==> config.mk <==
export PLATFORM = sky130hd
export DESIGN_NAME = ucr_bank
export DESIGN_NICKNAME = d
export VERILOG_FILES = /design/src/common/ucr_pkg.sv /design/src/design/ucr_bank.sv
export SDC_FILE = /design/constraint.sdc
export NUM_CORES = 1
export LEC_CHECK = 0
export BUFFER_PORTS_ARGS = -buffer_cell sky130_fd_sc_hd__buf_2
export CAP_MARGIN = 25
export CORE_AREA = 3 3 280 282
export CTS_CLUSTER_SIZE = 24
export DETAILED_ROUTE_END_ITERATION = 8
export DIE_AREA = 0 0 283 285
export GPL_ROUTABILITY_DRIVEN = 0
export PLACE_DENSITY_LB_ADDON = 0.25
export SLEW_MARGIN = 15
export SYNTH_ARGS = -nofsm -noshare
export SYNTH_HDL_FRONTEND = slang
export SYNTH_SLANG_ARGS = --single-unit
==> constraint.sdc <==
create_clock -name clk_sys_in -period 22.7 [get_ports clk_sys_in]
set_input_delay 2.27 -clock clk_sys_in [delete_from_list [all_inputs] [get_ports clk_sys_in]]
set_output_delay 2.27 -clock clk_sys_in [all_outputs]
set_load 0.05 [all_outputs]
==> src/common/ucr_pkg.sv <==
// ucr_pkg: constants and carriers for the per-channel serial register bank
// assumes a byte-wide host register port decoded from address bits 11:9 and 3:0
package ucr_pkg;
    localparam int UCR_CHANNELS = 4;
    localparam int UCR_ADDR_W = 12;
    localparam int UCR_CH_LSB = 9;
    localparam int UCR_CH_MSB = 11;
    localparam int UCR_REG_LSB = 0;
    localparam int UCR_REG_MSB = 3;
    // register offsets
    localparam logic [3:0] UCR_OFS_HOLD = 4'h0;
    localparam logic [3:0] UCR_OFS_IEN = 4'h1;
    localparam logic [3:0] UCR_OFS_ISTAT = 4'h2;
    localparam logic [3:0] UCR_OFS_LCTL = 4'h3;
    localparam logic [3:0] UCR_OFS_MCTL = 4'h4;
    localparam logic [3:0] UCR_OFS_LSTAT = 4'h5;
    localparam logic [3:0] UCR_OFS_MSTAT = 4'h6;
    localparam logic [3:0] UCR_OFS_SCRATCH = 4'h7;
    localparam logic [3:0] UCR_OFS_FEAT = 4'h8;
    localparam logic [3:0] UCR_OFS_ENH = 4'h9;
    localparam logic [3:0] UCR_OFS_TXQ = 4'ha;
    localparam logic [3:0] UCR_OFS_RXQ = 4'hb;
    localparam logic [3:0] UCR_OFS_FLOW = 4'hc;
    localparam logic [3:0] UCR_OFS_PAUSE2 = 4'hd;
    localparam logic [3:0] UCR_OFS_RESUME1 = 4'he;
    localparam logic [3:0] UCR_OFS_RESUME2 = 4'hf;
    // field positions and masks
    localparam int UCR_LCTL_DIVEN = 7;
    localparam int UCR_ENH_EXTEN = 4;
    localparam int UCR_FLOW_RESUME = 1;
    localparam int UCR_FLOW_PAUSE = 0;
    localparam int UCR_MCTL_GPO1 = 2;
    localparam int UCR_MCTL_GPO2 = 3;
    localparam int UCR_DLY_LSB = 4;
    localparam logic [7:0] UCR_IEN_EXT_MASK = 8'hE0;
    localparam logic [7:0] UCR_ISTAT_EXT_MASK = 8'h30;
    localparam logic [7:0] UCR_QCTL_EXT_MASK = 8'h30;
    localparam logic [7:0] UCR_MCTL_EXT_MASK = 8'hE4;
    localparam logic [7:0] UCR_MSTAT_EXT_MASK = 8'hF0;
    localparam logic [7:0] UCR_IEN_RSV_MASK = 8'h10;
    localparam logic [7:0] UCR_ZERO8 = 8'h00;
    localparam logic [7:0] UCR_LCTL_RST = 8'h00;

    // host register access request
    typedef struct packed {
        logic rd;
        logic wr;
        logic [UCR_ADDR_W-1:0] addr;
        logic [7:0] wdata;
    } ucr_req_t;

    // status fed in from the serial core of one channel
    typedef struct packed {
        logic [7:0] rx_data;
        logic [7:0] istat;
        logic [7:0] lstat;
        logic [7:0] mstat;
        logic [7:0] tx_level;
        logic [7:0] rx_level;
        logic resume_seen;
        logic pause_seen;
    } ucr_stat_t;

    // configuration driven out to the serial core of one channel
    typedef struct packed {
        logic [15:0] divisor;
        logic [7:0] ien;
        logic [7:0] qctl;
        logic [7:0] lctl;
        logic [7:0] mctl;
        logic [7:0] feat;
        logic [7:0] enh;
        logic [3:0] turnaround;
        logic [7:0] tx_thresh;
        logic [7:0] rx_thresh;
        logic [7:0] pause1;
        logic [7:0] pause2;
        logic [7:0] resume1;
        logic [7:0] resume2;
    } ucr_cfg_t;
endpackage

==> src/design/ucr_bank.sv <==
// ucr_bank: host-visible register bank for four serial channels
// assumes host requests are synchronous to clk_sys_in, one cycle each
`timescale 1ns/1ns
`default_nettype none

// Behaviour
// - extended upper bits need enhanced-function bit 4
// - general outputs drive no external pin
// - general outputs kept as read/write storage, gpo1 writable only with enhanced-function bit 4
// - flow flags: resume bit1, pause bit0, clear-on-read
// - low four address bits select sixteen registers
// - divisor bytes reachable only with divisor-enable set
// - address bits 11:9 select channel 0..3
module ucr_bank
    import ucr_pkg::*;
#(
    parameter int CHANNELS = UCR_CHANNELS
) (
    // clock and reset
    input wire logic clk_sys_in,
    input wire logic rst_in,
    // host register port
    input wire ucr_req_t req_in,
    output logic [7:0] rdata_out,
    output logic rvalid_out,
    // per-channel core side
    input wire ucr_stat_t [CHANNELS-1:0] stat_in,
    output ucr_cfg_t [CHANNELS-1:0] cfg_out,
    output logic [CHANNELS-1:0] tx_push_out,
    output logic [CHANNELS-1:0] rx_pop_out,
    output logic [7:0] tx_data_out
);
    logic [2:0] ch_sel;
    logic [3:0] ofs;
    logic ch_ok;
    logic [7:0] next_rdata;
    logic [7:0] rdata;
    logic rvalid;
    logic [CHANNELS-1:0] tx_push;
    logic [CHANNELS-1:0] rx_pop;
    logic [7:0] tx_data;
    logic [CHANNELS-1:0] resume_flag;
    logic [CHANNELS-1:0] pause_flag;
    ucr_cfg_t [CHANNELS-1:0] cfg;

    assign ch_sel = req_in.addr[UCR_CH_MSB:UCR_CH_LSB];
    assign ofs = req_in.addr[UCR_REG_MSB:UCR_REG_LSB];
    // unmapped channels read as zero and ignore writes
    assign ch_ok = (int'(ch_sel) < CHANNELS);

    // per-channel write decode and storage
    for (genvar c = 0; c < CHANNELS; c++) begin : g_ch
        logic sel;
        logic wr;
        logic rd;
        logic dl;
        logic ext;
        assign sel = ch_ok && (int'(ch_sel) == c);
        assign wr = sel && req_in.wr;
        assign rd = sel && req_in.rd;
        assign dl = cfg[c].lctl[UCR_LCTL_DIVEN];
        assign ext = cfg[c].enh[UCR_ENH_EXTEN];

        always_ff @(posedge clk_sys_in or posedge rst_in) begin
            if (rst_in) begin
                cfg[c] <= '0;
            end else if (wr) begin
                unique case (ofs)
                    UCR_OFS_HOLD: begin
                        if (dl) begin
                            cfg[c].divisor[7:0] <= req_in.wdata;
                        end
                    end
                    UCR_OFS_IEN: begin
                        if (dl) begin
                            cfg[c].divisor[15:8] <= req_in.wdata;
                        end else if (ext) begin
                            cfg[c].ien <= req_in.wdata & ~UCR_IEN_RSV_MASK;
                        end else begin
                            cfg[c].ien <= req_in.wdata & ~(UCR_IEN_EXT_MASK
                                | UCR_IEN_RSV_MASK);
                        end
                    end
                    UCR_OFS_ISTAT: begin
                        if (ext) begin
                            cfg[c].qctl <= req_in.wdata;
                        end else begin
                            cfg[c].qctl <= req_in.wdata & ~UCR_QCTL_EXT_MASK;
                        end
                    end
                    UCR_OFS_LCTL: cfg[c].lctl <= req_in.wdata;
                    UCR_OFS_MCTL: begin
                        // general output bits stay plain storage for loopback
                        if (ext) begin
                            cfg[c].mctl <= req_in.wdata;
                        end else begin
                            // ext bits keep their old value while the enable is off
                            cfg[c].mctl <= (req_in.wdata & ~UCR_MCTL_EXT_MASK)
                                | (cfg[c].mctl & UCR_MCTL_EXT_MASK);
                        end
                    end
                    UCR_OFS_LSTAT: begin
                    end
                    UCR_OFS_MSTAT: begin
                        cfg[c].turnaround <= req_in.wdata[7:UCR_DLY_LSB];
                    end
                    UCR_OFS_SCRATCH: begin
                    end
                    UCR_OFS_FEAT: cfg[c].feat <= req_in.wdata;
                    UCR_OFS_ENH: cfg[c].enh <= req_in.wdata;
                    UCR_OFS_TXQ: cfg[c].tx_thresh <= req_in.wdata;
                    UCR_OFS_RXQ: cfg[c].rx_thresh <= req_in.wdata;
                    UCR_OFS_FLOW: cfg[c].pause1 <= req_in.wdata;
                    UCR_OFS_PAUSE2: cfg[c].pause2 <= req_in.wdata;
                    UCR_OFS_RESUME1: cfg[c].resume1 <= req_in.wdata;
                    UCR_OFS_RESUME2: cfg[c].resume2 <= req_in.wdata;
                endcase
            end
        end

        // scratch kept apart so the cfg carrier stays core-facing only
        logic [7:0] scratch;
        always_ff @(posedge clk_sys_in or posedge rst_in) begin
            if (rst_in) begin
                scratch <= UCR_ZERO8;
            end else if (wr && ofs == UCR_OFS_SCRATCH) begin
                scratch <= req_in.wdata;
            end
        end

        // flow flags: a detection in the read cycle survives the clear
        always_ff @(posedge clk_sys_in or posedge rst_in) begin
            if (rst_in) begin
                resume_flag[c] <= 1'b0;
                pause_flag[c] <= 1'b0;
            end else begin
                if (stat_in[c].resume_seen) begin
                    resume_flag[c] <= 1'b1;
                end else if (rd && ofs == UCR_OFS_FLOW) begin
                    resume_flag[c] <= 1'b0;
                end
                if (stat_in[c].pause_seen) begin
                    pause_flag[c] <= 1'b1;
                end else if (rd && ofs == UCR_OFS_FLOW) begin
                    pause_flag[c] <= 1'b0;
                end
            end
        end

        // holding register strobes go to the channel core for one cycle
        // pop only on a real read, so a divisor read never drains the queue
        always_ff @(posedge clk_sys_in or posedge rst_in) begin
            if (rst_in) begin
                tx_push[c] <= 1'b0;
                rx_pop[c] <= 1'b0;
            end else begin
                tx_push[c] <= wr && ofs == UCR_OFS_HOLD && !dl;
                rx_pop[c] <= rd && ofs == UCR_OFS_HOLD && !dl;
            end
        end

        // masked and real mctl: the general outputs never reach a pin
        always_comb begin
            cfg_out[c] = cfg[c];
            // gpo1 reaches the core only with the enhanced enable set
            cfg_out[c].mctl[UCR_MCTL_GPO1] = ext ? cfg[c].mctl[UCR_MCTL_GPO1]
                : 1'b0;
            if (!ext) begin
                cfg_out[c].ien = cfg[c].ien & ~UCR_IEN_EXT_MASK;
                cfg_out[c].qctl = cfg[c].qctl & ~UCR_QCTL_EXT_MASK;
                cfg_out[c].mctl = cfg[c].mctl & ~UCR_MCTL_EXT_MASK;
            end
        end
    end

    // read mux, evaluated on the request cycle
    always_comb begin
        logic [7:0] ext_m;
        ucr_cfg_t cf;
        ucr_stat_t st;
        int c;
        ext_m = UCR_ZERO8;
        cf = '0;
        st = '0;
        c = int'(ch_sel);
        next_rdata = UCR_ZERO8;
        if (ch_ok) begin
            cf = cfg[c];
            st = stat_in[c];
            ext_m = cf.enh[UCR_ENH_EXTEN] ? 8'hFF : UCR_ZERO8;
            unique case (ofs)
                UCR_OFS_HOLD: next_rdata = cf.lctl[UCR_LCTL_DIVEN]
                    ? cf.divisor[7:0] : st.rx_data;
                UCR_OFS_IEN: next_rdata = cf.lctl[UCR_LCTL_DIVEN]
                    ? cf.divisor[15:8] : (cf.ien & (~UCR_IEN_EXT_MASK | ext_m));
                UCR_OFS_ISTAT: next_rdata = st.istat
                    & (~UCR_ISTAT_EXT_MASK | ext_m);
                UCR_OFS_LCTL: next_rdata = cf.lctl;
                UCR_OFS_MCTL: next_rdata = cf.mctl;
                UCR_OFS_LSTAT: next_rdata = st.lstat;
                UCR_OFS_MSTAT: next_rdata = st.mstat
                    & (~UCR_MSTAT_EXT_MASK | ext_m);
                UCR_OFS_SCRATCH: next_rdata = g_scr_rd(c);
                UCR_OFS_FEAT: next_rdata = cf.feat;
                UCR_OFS_ENH: next_rdata = cf.enh;
                UCR_OFS_TXQ: next_rdata = st.tx_level;
                UCR_OFS_RXQ: next_rdata = st.rx_level;
                UCR_OFS_FLOW: begin
                    next_rdata = UCR_ZERO8;
                    next_rdata[UCR_FLOW_RESUME] = resume_flag[c];
                    next_rdata[UCR_FLOW_PAUSE] = pause_flag[c];
                end
                default: next_rdata = UCR_ZERO8;
            endcase
        end
    end

    // scratch words gathered for the read mux
    logic [CHANNELS-1:0][7:0] scr_all;
    for (genvar s = 0; s < CHANNELS; s++) begin : g_scr
        assign scr_all[s] = g_ch[s].scratch;
    end


    function automatic logic [7:0] g_scr_rd(input int idx);
        g_scr_rd = scr_all[idx];
    endfunction

    // registered read answer, one cycle after the request
    always_ff @(posedge clk_sys_in or posedge rst_in) begin
        if (rst_in) begin
            rdata <= UCR_ZERO8;
            rvalid <= 1'b0;
        end else begin
            rvalid <= req_in.rd;
            if (req_in.rd) begin
                rdata <= next_rdata;
            end
        end
    end

    // follows every write; only meaningful alongside tx_push
    always_ff @(posedge clk_sys_in or posedge rst_in) begin
        if (rst_in) begin
            tx_data <= UCR_ZERO8;
        end else if (req_in.wr) begin
            tx_data <= req_in.wdata;
        end
    end

    // no pin output exists for the general output bits
    assign rdata_out = rdata;
    assign rvalid_out = rvalid;
    assign tx_push_out = tx_push;
    assign rx_pop_out = rx_pop;
    assign tx_data_out = tx_data;
endmodule // ucr_bank

`default_nettype wire

Yosys cells after proc, flatten, opt, wreduce, memory -nomap -nowiden. Cells that the tools add are included.

Flip-flop bits (word level): 529. Latch bits: 0. Memory bits (writable): 0. ROM bits: 0. Output and inout port bits: 489. Word-level logic and storage cells: 271. Memories: 0.

Add/sub/neg operators: 0. $mul: 0. Divide/modulo/power cells: 0. Magnitude comparators: 2. Equal/unequal tests: 18. Shift operators: 0. Multiplexer cells: 47. Bitwise operators: 11. Reduce and logical (&&, ||, !) cells: 110.

Operator list (count): $bmux W116 S2 (1); $mux W8 (17); $mux W116 (1); $pmux W8 S13 (1); $bmux W50 S2 (1); $reduce_and A2 Y1 (48); $mux W16 (4); $mux W50 (1); $logic_and A1 B1 Y1 (36); $reduce_and A3 Y1 (12); $eq A4 B4 Y1 const B (8); $or A5 B8 Y8 (4); $and A8 B8 Y8 (3); $mux W6 (4); $bmux W8 S2 (1); $eq A4 B3 Y1 const B (4); $reduce_bool A2 Y1 (8); $mux W1 (14); $eq A4 B2 Y1 const B (2); $eq A3 B3 Y1 const B (2); $lt A3 B3 Y1 const B (2); $bmux W1 S2 (2); $eq A4 B1 Y1 const B (1); $logic_not A1 Y1 (4); 4 further kinds (7).

Logic depth before layout (Yosys ltp).
Word-level depth: 7. Mapped depth: 9. Mapped depth without buffers: 5.

Worst setup path before layout. No wires, ideal clock.

Kind: input to register. Start point: input req_in[18] (netlist bit). End point: register rdata[0] (netlist: rdata_out[0]). Arrival time: 3859 ps. Required time: 22562 ps. Setup slack: 18703 ps. Stages on the path: 8. Path through: buf_4 buf_2 buf_1 mux4_2 a22oi_1 o211ai_1 nor3_1 o22ai_1.

Longest elaborated chain between the ends: 6.

RTL lines: start: declaration (line ucr_bank.sv:23) `input wire ucr_req_t req_in,`; $bmux W116 S2 (line ucr_bank.sv:188) `cf = cfg[c];`; $mux W116 (not written as such) (line ucr_bank.sv:188); $and A8 B8 Y8 (line ucr_bank.sv:195) `? cf.divisor[15:8] : (cf.ien & (~UCR_IEN_EXT_MASK | ext_m));`; $mux W8 (line ucr_bank.sv:195); $pmux W8 S13 (line ucr_bank.sv:191) `unique case (ofs)`; $mux W8 (*) (line ucr_bank.sv:187) `if (ch_ok) begin`; end signal: assignment (line ucr_bank.sv:237) `rdata <= next_rdata;`; end: declaration (line ucr_bank.sv:37) `logic [7:0] rdata;`.

Mark *: on every way between the ends. The rest lies on a longest branch, timed or not. The select of a mux whose other input is x is not followed. A chain may end at the register's enable or synchronous reset.

Worst setup path after layout.
Start point: input req_in[17] (netlist bit). End point: register rdata[6] (netlist: rdata_out[6]).

Longest elaborated chain between the ends: 7.

RTL lines: $bmux W116 S2 (line ucr_bank.sv:188); $mux W116 (not written as such) (line ucr_bank.sv:188); $mux W8 (line ucr_bank.sv:190) `ext_m = cf.enh[UCR_ENH_EXTEN] ? 8'hFF : UCR_ZERO8;`; $and A8 B8 Y8 (line ucr_bank.sv:195); $mux W8 (line ucr_bank.sv:195); $pmux W8 S13 (line ucr_bank.sv:191); $mux W8 (*) (line ucr_bank.sv:187).

Marked as above.

==> results.py <==
metrics = {
    "cts": {
        "cts_root_buffer": "clkbuf_16",
        "cts_buffer_depth": 3,
        "cts_inserted_buffers": 60,
        "holdBufCountCts": 0,
        "clk_latency_ps": 640,
        "cts-htree-levels": 2,
        "post_cts_buffers": 0,
        "path_clk_slew_ps": 60,
        "cts_resized": 0,
        "cts_tree": "yes",
        "clock_sinks": 525,
    },
    "grt": {
        "grt_pass1_wl_mm": 139,
        "grt_usage_pct": 23.6,
        "antenna_found_initial": 17,
        "grt_pass1_vias": 18400,
        "grt_overflow": 0,
        "grt_max_degree": 128,
    },
    "drt": {
        "dr_total_vias": 17100,
        "ant_nets": 0,
        "drt_iter0_markers": 1043,
        "drc": 0,
        "wl_per_cell_um": 28.8,
        "wl_mm": 96.6,
        "via_per_inst": 5.11,
        "first_pass_iters": 5,
    },
    "setup_path": {
        "required_ps": 23170,
        "endpoint_kind": "register",
        "rrSetupSlack_ps": 19400,
        "critPathKind": "in2reg",
        "arrival_ps": 5950,
        "reg2reg_depth": 5,
        "crit_fanout": 43,
        "start_kind": "primary input",
    },
    "die": {
        "io_pins": 713,
        "core_area_um2": 75900,
        "initial_core_util_pct": 35.6,
        "chipWidth_um": 283,
        "die-area_um2": 80700,
        "die_height_um": 285,
        "placementRows": 101,
    },
    "pwr": {
        "switching_share_pct": 31.9,
        "seq_power_share_pct": 40.9,
        "power_density_nw_per_um2": 83.4,
        "p_leak_nw": 15.8,
        "clock_power_share_pct": 39.6,
        "p_int_mw": 1.73,
        "switchingPower_mw": 0.810,
        "total_power_mw": 2.54,
        "p_comb_share_pct": 19.5,
        "ir_drop_mv": 0.0732,
    },
    "logic_synthesis": {
        "synth_xor_area_share_pct": 0,
        "synth_area_per_cell_um2": 13.4,
        "synth_top_cell_by_area": "dfrtp_1",
        "synth_edf_count": 0,
        "ys_ff_latch": 525,
        "yosys.area_share.simple_pct": 4.68,
        "ys_dominant_reg_cell": "dfrtp_1",
        "synthMuxAreaShare_pct": 30.1,
        "synthAdderAreaFrac_pct": 0,
        "synth.distinct_cells": 54,
        "synthTopCellsByArea": "dfrtp_1 49%, mux2_2 20%, buf_4 12%",
        "yosysSeqAreaShare_pct": 48.6,
        "yosys.area.top_type_share_pct": 48.6,
        "async_flop_share_pct": 100,
        "yosysWarningCount": 0,
        "synth_top_family_by_area": "multiplexers",
        "synth.top_cells.by_count": "525 x dfrtp_1, 480 x mux2_2, 436 x buf_4, 110 x mux4_2, 77 x nand2_1",
        "syn_area_um2": 27000,
        "synth_compound_area_share_pct": 2.39,
        "yosysMostFrequentCell": "dfrtp_1",
        "synthCells": 2017,
    },
    "sta": {
        "maxSlewHeadroom_pct": 26.0,
        "slew_violations": 0,
        "fin_setup_tns_ps": 0,
        "fin_crit_sh_pct": 24.1,
        "tightest_slew_ps": 1110,
        "fin_crit_ps": 5480,
        "clock-skew-final_ps": 37.4,
        "setup_viol": 0,
        "grt_setup_unrepaired": "false",
        "hold_viol": 0,
        "fmax_mhz": 183,
    },
    "status": {
        "status": "complete, no violations",
    },
    "placement": {
        "dp_hpwl_mm": 69.8,
        "io_buffers": 703,
    },
    "min_path": {
        "min_path_cells": 2,
        "min-delay-path-class": "reg2reg",
    },
    "flow_run": {
        "maxCapViolCount": 0,
    },
    "final_layout": {
        "area_growth_pct": 12.9,
        "layout.nets": 2495,
        "drive_gt1_share_pct": 62.7,
    },
}
## kinds of logic after synthesis
| logic type | Yosys count |
|---|---|
| AND/OR/NAND/NOR | 227 |
| multiplexers | 614 |
| buffers and inverters | 558 |
| AO/OA/AOI/OAI | 92 |
| flip-flops | 525 |
| other | 1 |
## final timing paths
| path | start | to |
|---|---|---|
| min in group asynchronous | rst_in | cfg_out[237] |
| max in group asynchronous | rst_in | cfg_out[291] |
| setup reg to reg | cfg_out[199] | rdata_out[1] |
| hold / removal | cfg[88] | cfg[88] |
| hold reg to reg | cfg[88] | cfg[88] |
| setup / recovery | req_in[17] | rdata_out[6] |
## state kept, by name, summed over array words and instances, names as in the netlist
register	count
cfg_out	368
tx_data_out	8
tx_push_out	4
pause_flag	4
rdata_out	8
g_ch.scratch	32
cfg	92
rvalid_out	1
rx_pop_out	4
resume_flag	4
## layer usage
layer | share of wire (%) | vias up | wire length [um] | GRT usage, %
li1 | - | 7262 | - | -
met1 | 41 | 9094 | 39500 | 30.4
met2 | 48 | 640 | 46600 | 38.8
met4 | 2.8 | 12 | 2670 | 6.68
met5 | 0.071 | - | 69 | 0
met3 | 8.0 | 140 | 7760 | 6.54
## power by group through the flow
stage | combinational, mW | clock, mW | sequential, mW
floorplan | 0.422 | 0 | 1.05
global placement | 0.494 | 0 | 1.05
detailed placement | 0.499 | 0 | 1.06
CTS | 0.500 | 1.03 | 1.04
global route | 0.516 | 1.07 | 1.05
finish | 0.495 | 1.01 | 1.04
## cells in the final DEF (no fill, tap or decap), types with 6 or more instances in the layout
master and n:
mux4_2 110, nand3_1 31, nand2b_1 6, clkinv_2 9
mux2_1 8, and2_1 39, diode_2 6, clkbuf_8 11
inv_1 11, buf_2 702, mux2_2 480, nor3_1 12
nand2_1 77, dfrtp_1 525, buf_4 24, clkbuf_16 61
bufinv_16 6, nor2b_1 8, a21o_1 8, mux2i_1 16
a22oi_1 27, o21ai_0 20, o22ai_1 9, nor2_2 19
clkbuf_1 15
## area by class of cell
class	instances	area, um^2
inverters	12	52.6
clock inverters	25	333
well taps	1030	1290
fillers	7304	45400
flip-flops and latches	525	13100
repair buffers	735	3840
multi-input cells	937	10100
diodes	6	15.0
clock buffers	86	1720
## metrics by stage
step / worst slack, ps / std cells / cell area, um^2 / hold slack (ps) / utilization (%)
3_5_place_dp: 16420 / 3236 / 28400 / 463 / 37.4
3_3_place_gp: 16460 / 3231 / 28300 / 455 / 37.3
5_1_grt: 16780 / 3353 / 30500 / 504 / 40.1
6_report: 17220 / 3356 / 30500 / 472 / 40.2
2_1_floorplan: 5760 / 2020 / 27000 / 442 / -
4_1_cts: 17090 / 3347 / 30400 / 477 / 40.1
## worst max-delay path, stage by stage
cell      delay [ps]
clkbuf_8         470
buf_4            700
buf_4            790
mux4_2           630
a22oi_1          610
and3_1           260
a32oi_1          100
Note: power is estimated with default switching activity, not from simulation.
